<file path="src/spc_defs.svh">
// Constants for the serdes physical-layer reset and channel PLL configuration block.
// Assumes inclusion by bare name from the package, the checker and the bench.
`ifndef SPC_DEFS_SVH
`define SPC_DEFS_SVH

// Reconfiguration port word addresses
`define SPC_ADDR_W 9
`define SPC_ADDR_CFG_LOW 9'h05C
`define SPC_ADDR_CFG_HIGH 9'h05D
`define SPC_ADDR_DIV_SEL 9'h05E
`define SPC_ADDR_STATUS 9'h05F
`define SPC_ADDR_CTRL 9'h060

// Field positions in the divider word and the config low word
`define SPC_DIV_M_HI 12
`define SPC_DIV_M_LO 8
`define SPC_DIV_N1_BIT 7
`define SPC_DIV_N2_HI 6
`define SPC_DIV_N2_LO 0
`define SPC_CFG_LOW_HI 15
`define SPC_CFG_LOW_LO 8

// Divider field encodings
`define SPC_ENC_M1 5'h10
`define SPC_ENC_M2 5'h00
`define SPC_ENC_N2_1 7'h10
`define SPC_ENC_N2_2 7'h00
`define SPC_ENC_N2_3 7'h01
`define SPC_ENC_N2_4 7'h02
`define SPC_ENC_N2_5 7'h03

// Reset values of the configuration words
`define SPC_RST_CFG_LOW 8'h00
`define SPC_RST_CFG_HIGH 16'h0000
`define SPC_RST_DIV_SEL 13'h1082
`define SPC_RST_CTRL 5'h00

// Datapath and user clock ratios
`define SPC_RATIO_32B 7'd40
`define SPC_RATIO_64B 7'd66
`define SPC_USR_RATIO_HP 7'd33
`define SPC_USR_RATIO_TOP 7'd66

// Reset sequence hold counts in reconfiguration clock cycles
`define SPC_PLL_HOLD_CYCLES 16
`define SPC_DP_HOLD_CYCLES 8

// Management address bit that selects the shared quad PLL space
`define SPC_MGMT_COMMON_BIT 9

`endif

</file>
<file path="src/spc_pkg.sv">
// Types shared by the serdes physical-layer configuration block.
// Assumes spc_defs.svh is on the include path.
`default_nettype none
package spc_pkg;
  `include "spc_defs.svh"

  typedef enum logic [2:0] {
    SEQ_PLL_RST = 3'b000,
    SEQ_PLL_LOCK = 3'b001,
    SEQ_DP_RST = 3'b010,
    SEQ_DP_WAIT = 3'b011,
    SEQ_DONE = 3'b100
  } spc_seq_state_t;

  typedef enum logic [1:0] {
    MGT_IDLE = 2'b00,
    MGT_LOCAL = 2'b01,
    MGT_COMMON = 2'b10,
    MGT_ACK = 2'b11
  } spc_mgmt_state_t;

  typedef enum logic [1:0] {
    XCVR_LOW_END = 2'b00,
    XCVR_HIGH_PERF = 2'b01,
    XCVR_TOP_RATE = 2'b10
  } spc_xcvr_type_t;
endpackage : spc_pkg
`default_nettype wire

</file>
<file path="src/spc_reset_seq.sv">
// One reset sequencer for either the transmit or the receive direction.
// Assumes its reset and status inputs are already synchronised to clk.
`default_nettype none
module spc_reset_seq
  import spc_pkg::*;
#(
  parameter int PLL_HOLD = `SPC_PLL_HOLD_CYCLES,
  parameter int DP_HOLD = `SPC_DP_HOLD_CYCLES
) (
  // Clock and reset
  input wire logic clk,
  input wire logic rst_n,
  // Requests
  input wire logic sys_reset,
  input wire logic dp_reset,
  // Transceiver status
  input wire logic pll_lock,
  input wire logic xcvr_done,
  // Controls and flag
  output logic pll_reset,
  output logic datapath_reset,
  output logic reset_done
);
  localparam int CW = $clog2(PLL_HOLD + DP_HOLD + 1);
  localparam logic [CW-1:0] PLL_LOAD = CW'(PLL_HOLD - 1);
  localparam logic [CW-1:0] DP_LOAD = CW'(DP_HOLD - 1);

  spc_seq_state_t state_reg, state_next;
  logic [CW-1:0] cnt_reg, cnt_next;
  wire logic cnt_zero = (cnt_reg == '0);

  always_comb begin
    state_next = state_reg;
    cnt_next = cnt_zero ? cnt_reg : cnt_reg - CW'(1);
    if (sys_reset) begin
      state_next = SEQ_PLL_RST;
      cnt_next = PLL_LOAD;
    end else if (dp_reset && state_reg != SEQ_PLL_RST && state_reg != SEQ_PLL_LOCK) begin
      state_next = SEQ_DP_RST;
      cnt_next = DP_LOAD;
    end else begin
      case (state_reg)
        SEQ_PLL_RST: if (cnt_zero) state_next = SEQ_PLL_LOCK;
        SEQ_PLL_LOCK: begin
          if (pll_lock) begin
            state_next = SEQ_DP_RST;
            cnt_next = DP_LOAD;
          end
        end
        SEQ_DP_RST: if (cnt_zero) state_next = SEQ_DP_WAIT;
        SEQ_DP_WAIT: if (xcvr_done) state_next = SEQ_DONE;
        SEQ_DONE: state_next = SEQ_DONE;
        default: state_next = SEQ_PLL_RST;
      endcase
    end
  end

  always_ff @(posedge clk or negedge rst_n) begin
    if (!rst_n) begin
      state_reg <= SEQ_PLL_RST;
      cnt_reg <= PLL_LOAD;
      pll_reset <= 1'b1;
      datapath_reset <= 1'b1;
      reset_done <= 1'b0;
    end else begin
      state_reg <= state_next;
      cnt_reg <= cnt_next;
      pll_reset <= (state_next == SEQ_PLL_RST);
      datapath_reset <= (state_next != SEQ_DP_WAIT) && (state_next != SEQ_DONE);
      reset_done <= (state_next == SEQ_DONE);
    end
  end
endmodule : spc_reset_seq
`default_nettype wire

</file>
<file path="src/spc_phy_top.sv">
// Serdes physical-layer wrapper: reconfiguration registers, management bridge, resets.
// Assumes core_clk is the auxiliary reconfiguration clock and the transceiver sits outside.
`default_nettype none
module spc_phy_top
  import spc_pkg::*;
#(
  parameter bit MGMT_EN = 1'b1,
  parameter bit SHARED_QUAD_PLL = 1'b1,
  parameter bit DEBUG_EN = 1'b1,
  parameter bit QUAD_PLL_SELECTED = 1'b0,
  parameter bit QUAD_PLL_SEL_INDEX = 1'b0,
  parameter bit DATAPATH_64 = 1'b0,
  parameter spc_xcvr_type_t XCVR_TYPE = XCVR_HIGH_PERF,
  parameter int PLL_HOLD = `SPC_PLL_HOLD_CYCLES,
  parameter int DP_HOLD = `SPC_DP_HOLD_CYCLES
) (
  // Clock and reset
  input wire logic core_clk,
  input wire logic reset_n,
  // Reconfiguration port
  input wire logic drp_en,
  input wire logic drp_we,
  input wire logic [`SPC_ADDR_W-1:0] drp_addr,
  input wire logic [15:0] drp_di,
  output logic [15:0] drp_do,
  output logic drp_rdy,
  // Management bridge, sender's clock domain
  input wire logic mgmt_req_tgl,
  input wire logic mgmt_we,
  input wire logic [`SPC_MGMT_COMMON_BIT:0] mgmt_addr,
  input wire logic [15:0] mgmt_wdata,
  output logic mgmt_ack_tgl,
  output logic [15:0] mgmt_rdata,
  // Internal shared quad PLL reconfiguration
  output logic common_reconfig_en,
  output logic common_reconfig_we,
  output logic [`SPC_ADDR_W-1:0] common_reconfig_addr,
  output logic [15:0] common_reconfig_di,
  input wire logic [15:0] common_reconfig_do,
  input wire logic common_reconfig_rdy,
  // Link layer resets, asynchronous
  input wire logic tx_sys_reset,
  input wire logic transmit_datapath_reset,
  input wire logic rx_sys_reset,
  input wire logic receive_datapath_reset,
  output logic tx_reset_done,
  output logic rx_reset_done,
  // Transceiver reset controls and status
  input wire logic tx_pll_lock,
  input wire logic rx_pll_lock,
  input wire logic tx_xcvr_done,
  input wire logic rx_xcvr_done,
  output logic tx_pll_reset,
  output logic rx_pll_reset,
  output logic tx_dp_reset,
  output logic rx_dp_reset,
  // Channel PLL settings
  output logic [23:0] channel_pll_config,
  output logic [2:0] channel_pll_ref_divider,
  output logic [2:0] channel_pll_fb_div_n1,
  output logic [2:0] channel_pll_fb_div_n2,
  output logic channel_pll_div_invalid,
  // Debug controls
  input wire logic [2:0] dbg_loopback,
  input wire logic dbg_tx_polarity,
  input wire logic dbg_rx_polarity,
  output logic [2:0] xcvr_loopback,
  output logic xcvr_tx_polarity,
  output logic xcvr_rx_polarity,
  // Clocking and reference selection
  output logic [6:0] core_clk_ratio,
  output logic [6:0] usr_clk_ratio,
  output logic core_clk_via_buffer,
  output logic [3:0] bytes_per_cycle,
  output logic [1:0] refclk_used
);
  // Reset release through two flops
  logic rst_meta_reg, rst_n_reg;
  always_ff @(posedge core_clk or negedge reset_n) begin
    if (!reset_n) begin
      rst_meta_reg <= 1'b0;
      rst_n_reg <= 1'b0;
    end else begin
      rst_meta_reg <= 1'b1;
      rst_n_reg <= rst_meta_reg;
    end
  end

  // Three-flop input filter: a bit sets once stages two and three are both high and clears once they differ
  localparam int NS = 9;
  wire logic [NS-1:0] async_in = {mgmt_req_tgl, rx_xcvr_done, tx_xcvr_done, rx_pll_lock,
    tx_pll_lock, receive_datapath_reset, rx_sys_reset, transmit_datapath_reset, tx_sys_reset};
  logic [NS-1:0] s1_reg, s2_reg, s3_reg, sync_reg;
  always_ff @(posedge core_clk or negedge rst_n_reg) begin
    if (!rst_n_reg) begin
      s1_reg <= '0;
      s2_reg <= '0;
      s3_reg <= '0;
      sync_reg <= '0;
    end else begin
      s1_reg <= async_in;
      s2_reg <= s1_reg;
      s3_reg <= s2_reg;
      sync_reg <= (s2_reg & s3_reg) | (sync_reg & ~(s2_reg ^ s3_reg));
    end
  end

  // Configuration registers
  logic [7:0] cfg_low_reg;
  logic [15:0] cfg_high_reg;
  logic [12:0] div_sel_reg;
  logic [4:0] ctrl_reg;

  function automatic logic [15:0] read_word(input logic [`SPC_ADDR_W-1:0] a,
      input logic [15:0] status);
    case (a)
      `SPC_ADDR_CFG_LOW: read_word = {cfg_low_reg, 8'h00};
      `SPC_ADDR_CFG_HIGH: read_word = cfg_high_reg;
      `SPC_ADDR_DIV_SEL: read_word = {3'h0, div_sel_reg};
      `SPC_ADDR_STATUS: read_word = status;
      `SPC_ADDR_CTRL: read_word = {11'h000, ctrl_reg};
      default: read_word = 16'h0000;
    endcase
  endfunction : read_word

  // Management request detection and state
  spc_mgmt_state_t mst_reg;
  logic req_seen_reg;
  logic [`SPC_MGMT_COMMON_BIT:0] m_addr_reg;
  logic m_we_reg;
  logic [15:0] m_wdata_reg;
  wire logic m_new = MGMT_EN && (sync_reg[8] != req_seen_reg) && (mst_reg == MGT_IDLE);
  wire logic m_common = m_addr_reg[`SPC_MGMT_COMMON_BIT];
  wire logic common_allowed = MGMT_EN && SHARED_QUAD_PLL && QUAD_PLL_SELECTED;
  // Port access has priority; a local management access waits until drp_en is low
  wire logic m_local_go = (mst_reg == MGT_LOCAL) && !drp_en;
  wire logic port_wr = drp_en && drp_we;
  wire logic m_wr = m_local_go && m_we_reg;
  wire logic any_wr = port_wr || m_wr;
  wire logic [`SPC_ADDR_W-1:0] wr_addr = port_wr ? drp_addr : m_addr_reg[`SPC_ADDR_W-1:0];
  wire logic [15:0] wr_data = port_wr ? drp_di : m_wdata_reg;

  // Divider decode
  wire logic [4:0] m_field = div_sel_reg[`SPC_DIV_M_HI:`SPC_DIV_M_LO];
  wire logic n1_field = div_sel_reg[`SPC_DIV_N1_BIT];
  wire logic [6:0] n2_field = div_sel_reg[`SPC_DIV_N2_HI:`SPC_DIV_N2_LO];
  wire logic m_ok = (m_field == `SPC_ENC_M1) || (m_field == `SPC_ENC_M2);
  wire logic n2_ok = (n2_field == `SPC_ENC_N2_1) || (n2_field <= `SPC_ENC_N2_5);
  wire logic [2:0] m_val = (m_field == `SPC_ENC_M1) ? 3'd1 : 3'd2;
  wire logic [2:0] n1_val = n1_field ? 3'd5 : 3'd4;
  wire logic [2:0] n2_val = (n2_field == `SPC_ENC_N2_1) ? 3'd1 :
    3'(n2_field[2:0] + 3'd2);

  wire logic [15:0] status_word = {tx_reset_done, rx_reset_done, sync_reg[3], sync_reg[4],
    channel_pll_div_invalid, 11'h000};

  always_ff @(posedge core_clk or negedge rst_n_reg) begin
    if (!rst_n_reg) begin
      cfg_low_reg <= `SPC_RST_CFG_LOW;
      cfg_high_reg <= `SPC_RST_CFG_HIGH;
      div_sel_reg <= `SPC_RST_DIV_SEL;
      ctrl_reg <= `SPC_RST_CTRL;
    end else if (any_wr) begin
      case (wr_addr)
        `SPC_ADDR_CFG_LOW: cfg_low_reg <= wr_data[`SPC_CFG_LOW_HI:`SPC_CFG_LOW_LO];
        `SPC_ADDR_CFG_HIGH: cfg_high_reg <= wr_data;
        `SPC_ADDR_DIV_SEL: div_sel_reg <= wr_data[12:0];
        `SPC_ADDR_CTRL: ctrl_reg <= wr_data[4:0];
        default: ;
      endcase
    end
  end

  // Reconfiguration port answers one cycle after the enable
  always_ff @(posedge core_clk or negedge rst_n_reg) begin
    if (!rst_n_reg) begin
      drp_rdy <= 1'b0;
      drp_do <= 16'h0000;
    end else begin
      drp_rdy <= drp_en;
      if (drp_en && !drp_we) drp_do <= read_word(drp_addr, status_word);
    end
  end

  // One enable per common access: tracked by a flag cleared on return to idle
  logic common_issued_reg;
  function automatic logic m_common_issued(input logic unused_sel);
    m_common_issued = common_issued_reg & unused_sel;
  endfunction : m_common_issued

  // Management bridge; sender holds its fields stable until the acknowledge toggles
  always_ff @(posedge core_clk or negedge rst_n_reg) begin
    if (!rst_n_reg) begin
      mst_reg <= MGT_IDLE;
      req_seen_reg <= 1'b0;
      m_addr_reg <= '0;
      m_we_reg <= 1'b0;
      m_wdata_reg <= 16'h0000;
      mgmt_ack_tgl <= 1'b0;
      mgmt_rdata <= 16'h0000;
      common_reconfig_en <= 1'b0;
      common_reconfig_we <= 1'b0;
      common_reconfig_addr <= '0;
      common_reconfig_di <= 16'h0000;
    end else begin
      common_reconfig_en <= 1'b0;
      case (mst_reg)
        MGT_IDLE: begin
          if (m_new) begin
            req_seen_reg <= sync_reg[8];
            m_addr_reg <= mgmt_addr;
            m_we_reg <= mgmt_we;
            m_wdata_reg <= mgmt_wdata;
            mst_reg <= mgmt_addr[`SPC_MGMT_COMMON_BIT] ? MGT_COMMON : MGT_LOCAL;
          end
        end
        MGT_LOCAL: begin
          if (m_local_go) begin
            if (!m_we_reg) mgmt_rdata <= read_word(m_addr_reg[`SPC_ADDR_W-1:0], status_word);
            mst_reg <= MGT_ACK;
          end
        end
        MGT_COMMON: begin
          if (!common_allowed) begin
            mgmt_rdata <= 16'h0000;
            mst_reg <= MGT_ACK;
          end else if (!common_reconfig_en && common_reconfig_rdy) begin
            if (!m_we_reg) mgmt_rdata <= common_reconfig_do;
            mst_reg <= MGT_ACK;
          end else if (!common_reconfig_en && !m_common_issued(m_common)) begin
            common_reconfig_en <= 1'b1;
          end
          common_reconfig_we <= m_we_reg;
          common_reconfig_addr <= m_addr_reg[`SPC_ADDR_W-1:0];
          common_reconfig_di <= m_wdata_reg;
        end
        MGT_ACK: begin
          mgmt_ack_tgl <= ~mgmt_ack_tgl;
          mst_reg <= MGT_IDLE;
        end
        default: mst_reg <= MGT_IDLE;
      endcase
    end
  end

  always_ff @(posedge core_clk or negedge rst_n_reg) begin
    if (!rst_n_reg) common_issued_reg <= 1'b0;
    else if (mst_reg != MGT_COMMON) common_issued_reg <= 1'b0;
    else if (common_reconfig_en) common_issued_reg <= 1'b1;
  end

  // Independent transmit and receive sequencers on the reconfiguration clock
  wire logic tx_pll_rst_w, tx_dp_rst_w, tx_done_w;
  wire logic rx_pll_rst_w, rx_dp_rst_w, rx_done_w;
  spc_reset_seq #(.PLL_HOLD(PLL_HOLD), .DP_HOLD(DP_HOLD)) u_tx_seq (
    .clk(core_clk),
    .rst_n(rst_n_reg),
    .sys_reset(sync_reg[0]),
    .dp_reset(sync_reg[1]),
    .pll_lock(sync_reg[4]),
    .xcvr_done(sync_reg[6]),
    .pll_reset(tx_pll_rst_w),
    .datapath_reset(tx_dp_rst_w),
    .reset_done(tx_done_w)
  );
  spc_reset_seq #(.PLL_HOLD(PLL_HOLD), .DP_HOLD(DP_HOLD)) u_rx_seq (
    .clk(core_clk),
    .rst_n(rst_n_reg),
    .sys_reset(sync_reg[2]),
    .dp_reset(sync_reg[3]),
    .pll_lock(sync_reg[5]),
    .xcvr_done(sync_reg[7]),
    .pll_reset(rx_pll_rst_w),
    .datapath_reset(rx_dp_rst_w),
    .reset_done(rx_done_w)
  );

  // Debug inputs lose the signals that registers own when the bus is built in
  wire logic [4:0] dbg_word = DEBUG_EN ? {dbg_rx_polarity, dbg_tx_polarity, dbg_loopback} : 5'h00;
  wire logic [4:0] ctrl_eff = MGMT_EN ? ctrl_reg : dbg_word;
  wire logic [1:0] refclk_sel = QUAD_PLL_SEL_INDEX ? 2'b10 : 2'b01;
  wire logic [1:0] refclk_w = (MGMT_EN && QUAD_PLL_SELECTED) ? 2'b11 : refclk_sel;
  wire logic [6:0] usr_ratio_w = (XCVR_TYPE == XCVR_TOP_RATE) ? `SPC_USR_RATIO_TOP :
    `SPC_USR_RATIO_HP;

  always_ff @(posedge core_clk or negedge rst_n_reg) begin
    if (!rst_n_reg) begin
      tx_pll_reset <= 1'b1;
      rx_pll_reset <= 1'b1;
      tx_dp_reset <= 1'b1;
      rx_dp_reset <= 1'b1;
      tx_reset_done <= 1'b0;
      rx_reset_done <= 1'b0;
      channel_pll_config <= 24'h000000;
      channel_pll_ref_divider <= 3'd1;
      channel_pll_fb_div_n1 <= 3'd4;
      channel_pll_fb_div_n2 <= 3'd1;
      channel_pll_div_invalid <= 1'b0;
      xcvr_loopback <= 3'h0;
      xcvr_tx_polarity <= 1'b0;
      xcvr_rx_polarity <= 1'b0;
      core_clk_ratio <= `SPC_RATIO_32B;
      usr_clk_ratio <= `SPC_USR_RATIO_HP;
      core_clk_via_buffer <= 1'b0;
      bytes_per_cycle <= 4'd4;
      refclk_used <= 2'b00;
    end else begin
      tx_pll_reset <= tx_pll_rst_w;
      rx_pll_reset <= rx_pll_rst_w;
      tx_dp_reset <= tx_dp_rst_w;
      rx_dp_reset <= rx_dp_rst_w;
      tx_reset_done <= tx_done_w && !sync_reg[0] && !sync_reg[1];
      rx_reset_done <= rx_done_w && !sync_reg[2] && !sync_reg[3];
      channel_pll_config <= {cfg_high_reg, cfg_low_reg};
      channel_pll_ref_divider <= m_val;
      channel_pll_fb_div_n1 <= n1_val;
      channel_pll_fb_div_n2 <= n2_val;
      channel_pll_div_invalid <= !(m_ok && n2_ok);
      xcvr_loopback <= ctrl_eff[2:0];
      xcvr_tx_polarity <= ctrl_eff[3];
      xcvr_rx_polarity <= ctrl_eff[4];
      core_clk_ratio <= DATAPATH_64 ? `SPC_RATIO_64B : `SPC_RATIO_32B;
      usr_clk_ratio <= usr_ratio_w;
      core_clk_via_buffer <= DATAPATH_64;
      bytes_per_cycle <= DATAPATH_64 ? 4'd8 : 4'd4;
      refclk_used <= refclk_w;
    end
  end
endmodule : spc_phy_top
`default_nettype wire

</file>
<file path="config.mk">
export PLATFORM = sky130hd
export DESIGN_NAME = spc_phy_top
export DESIGN_NICKNAME = d
export VERILOG_FILES = /design/src/spc_pkg.sv /design/src/spc_reset_seq.sv /design/src/spc_phy_top.sv
export VERILOG_INCLUDE_DIRS = /design/src
export SDC_FILE = /design/constraint.sdc
export NUM_CORES = 1
export LEC_CHECK = 0
export BUFFER_PORTS_ARGS = -buffer_cell sky130_fd_sc_hd__buf_2
export CAP_MARGIN = 10
export CELL_PAD_IN_SITES_DETAIL_PLACEMENT = 2
export CELL_PAD_IN_SITES_GLOBAL_PLACEMENT = 2
export CORE_ASPECT_RATIO = 0.5
export CORE_MARGIN = 2
export CORE_UTILIZATION = 37
export CTS_CLUSTER_DIAMETER = 80
export DETAILED_ROUTE_END_ITERATION = 8
export PLACE_DENSITY = 0.9
export SYNTH_ARGS = -nofsm -noshare
export SYNTH_HDL_FRONTEND = slang
export SYNTH_SLANG_ARGS = --single-unit
</file>
<file path="constraint.sdc">
create_clock -name core_clk -period 8.2 [get_ports core_clk]
set_input_delay 2.05 -clock core_clk [delete_from_list [all_inputs] [get_ports core_clk]]
set_output_delay 2.05 -clock core_clk [all_outputs]
set_load 0.01 [all_outputs]
</file>
==> results_dict.tcl <==
set metrics [dict create \
    worstPathCellList "buf_2 > nor2b_1 > mux2_2 > nand4_2 > mux2_4" \
    maxCapViolations 0 \
    initial_core_util 0.380 \
    finalSetupViolations 0 \
    status "finished, final reports clean" \
    max_freq_mhz 247 \
    grt_max_degree 84 \
    post_drt_wl_per_cell_um 28.7 \
    vdd_drop_max_mv 0.111 \
    startpoint_type "primary input" \
    regMostFlops "channel_pll_config" \
    rsz0062_at_grt "no" \
    min_period_over_period 0.493 \
    grt_pass1_wl_mm 51.8 \
    ant_nets 0 \
    place_hpwl_mm 21.5 \
    clk_latency_ps 550 \
    first_iter_violations 530 \
    ys_seq_area_frac 0.609 \
    num_rows 41 \
    first_pass_iters 5 \
    htreeDepth 1 \
    wl_met1_mm 13.6 \
    pin_count 214 \
    grt_pass1_vias 7524 \
    layout_commonest_cell "dfrtp_1" \
    fillCellCount 2459 \
    setup_tns_ps 0 \
    fp.coreArea_um2 25400 \
    antenna_found_initial 5 \
    synth_edf_count 0 \
    port-buffer-count 167 \
    path_delay_family "simple AND/OR/NAND/NOR gates" \
    top_layer "met4" \
    netlist_instances 668 \
    clock_sinks 234 \
    setup_slack_ps 4160 \
    slowest_delay_ps 800 \
    gp_congestion 0.821 \
    required_ps 8620 \
    worstHoldPathType "reg -> async" \
    max_slew_margin 0.267 \
    hold_ws_ps 347 \
    grt-ovfl-total 0 \
    vias_per_cell 5.51 \
    drt-total-wl_mm 34.6 \
    drive_above_1_share 0.433 \
    drc 0 \
    gr-usage-all-layers 0.250 \
    synth_ff_type "dfrtp_1" \
    hold_buffers 0 \
    post_cts_buffers 0 \
    area_growth_pct 19.7 \
    cp_slowest_cell "nor2b_1" \
    critical_path_arrival_ps 4460 \
    drv_slew 0 \
    cts.path.max_buffers 3 \
    cts_tree "done" \
    met3_length_mm 1.74 \
    p_per_area_nw_per_um2 324 \
    ys.warnings.count 0 \
    crit_type "in -> reg" \
    worstPathMaxFanout 13 \
    wl_met2_mm 17.7 \
    finClkSkew_ps 35.7 \
    cts_buffers 23 \
    avgSynthCellArea_um2 14.5 \
    synth_cell_types 60 \
    ys_async_sr_fraction 1.00 \
    cp_num_buf_inv 1 \
    die_w_um 232 \
    cts_resized 0 \
    endpoint_kind "flip-flop" \
    finalHoldViolCount 0 \
    largest_reg_flops 24 \
    fin_crit_ps 4040 \
    most-common-layout-cells "dfrtp_1 (212), buf_2 (167), mux2_2 (107), a22o_1 (26), conb_1 (26)" \
    vias 6636 \
    syn_area_um2 9660 \
    clk_pin_slew_worst_paths_ps 80 \
    worstMarginPinSlew_ps 1100 \
    ys_ff_latch 234 \
    pre_cts_slack_ps 3790 \
    die-area_um2 27500 \
    cts-root-buf "clkbuf_16" \
    fin_nets 942 \
    leakage_nw 5.58 \
    die_h_um 118 \
]
[kinds of logic after synthesis]
| family | Yosys count | share of synthesized area |
|---|---|---|
| adders and majority gates | 16 | 0.0207 |
| AOI/OAI and AO/OA | 103 | 0.0850 |
| other | 2 | 0.000778 |
| muxes | 141 | 0.174 |
| and+or+nand+nor | 95 | 0.0609 |
| buffers and inverters | 69 | 0.0425 |
| DFF | 234 | 0.609 |
| xor gates and xnor gates | 8 | 0.00726 |
[routing by layer]
| metal | GRT usage | vias to the layer above |
|---|---|---|
| li1 | - | 2703 |
| met1 | 0.304 | 3567 |
| met2 | 0.441 | 267 |
| met3 | 0.0451 | 99 |
| met4 | 0.0987 | 0 |
| met5 | 0 | - |
[area by class of cell]
class	count	area, um2	area share
Antenna cell	5	12.5	0.00108
Multi-Input combinational cell	389	3450	0.299
Clock inverter	7	139	0.0120
Inverter	18	67.6	0.00585
Clock buffer	34	687	0.0594
Tap cell	344	430	0.0372
Sequential cell	234	5890	0.509
Timing Repair Buffer	173	881	0.0762
[stage by stage]
step                instance area [um2]  cells  utilization  total power, W
finish                            11600   1204        0.454         0.00375
global placement                  10700   1158        0.421         0.00237
detailed placement                10700   1158        0.421         0.00249
floorplan                          9750    692            -         0.00211
CTS                               11500   1199        0.454         0.00374
global route                      11600   1204        0.454         0.00388
[cells in the mapped netlist (all sizes together) (2+ instances only)]
cell type	instances	area, um2
xnor2	7	61.3
nor2	12	45.0
nor2b	5	31.3
and2	2	12.5
buf	41	303
a21boi	2	15.0
o21a	2	15.0
a221o	5	50.1
a22oi	8	60.1
nor4	2	12.5
dfstp	21	552
a22o	26	228
mux4	4	90.1
a211oi	6	57.6
a21o	7	52.6
and4b	2	20.0
and4	2	20.0
conb	2	7.51
a21oi	3	15.0
nor3b	3	22.5
o21ai	20	100
mux2i	16	173
nand4	3	40.0
ha	16	200
o31ai	7	52.6
o21bai	3	22.5
nand2	25	101
nand2b	4	25.0
a2111oi	2	30.0
dfrtp	213	5330
nor4b	6	104
nor3	9	45.0
a32oi	6	52.6
clkbuf	10	40.0
and2b	2	15.0
mux2	121	1420
nand3	16	80.1
inv	18	67.6
[where the power goes]
group | switching [W] | internal, W | leakage [nW] | total, W
registers | 0.000251 | 0.00139 | 2.97 | 0.00164
logic | 0.000511 | 0.000409 | 2.21 | 0.000919
clock network | 0.000483 | 0.000706 | 0.407 | 0.00119
[final timing paths]
kind / startpoint / slack, ps / cells past startpoint / to
max: drp_addr[1] / 4160 / 5 / div_sel_reg[5]$_DFFE_PN0P_
min: rst_n_reg$_DFF_PN0_ / 350 / 0 / u_tx_seq.cnt_reg[4]$_DFF_PN0_
max reg2reg: m_addr_reg[1]$_DFFE_PN0P_ / 5160 / 4 / div_sel_reg[5]$_DFFE_PN0P_
min reg2reg: rst_n_reg$_DFF_PN0_ / 350 / 0 / u_tx_seq.cnt_reg[4]$_DFF_PN0_
max in group asynchronous: rst_n_reg$_DFF_PN0_ / 5620 / 2 / channel_pll_config[15]$_DFF_PN0_
min in group core_clk: s1_reg[0]$_DFF_PN0_ / 350 / 0 / s2_reg[0]$_DFF_PN0_
No activity file was read; power rests on OpenSTA's default activity.
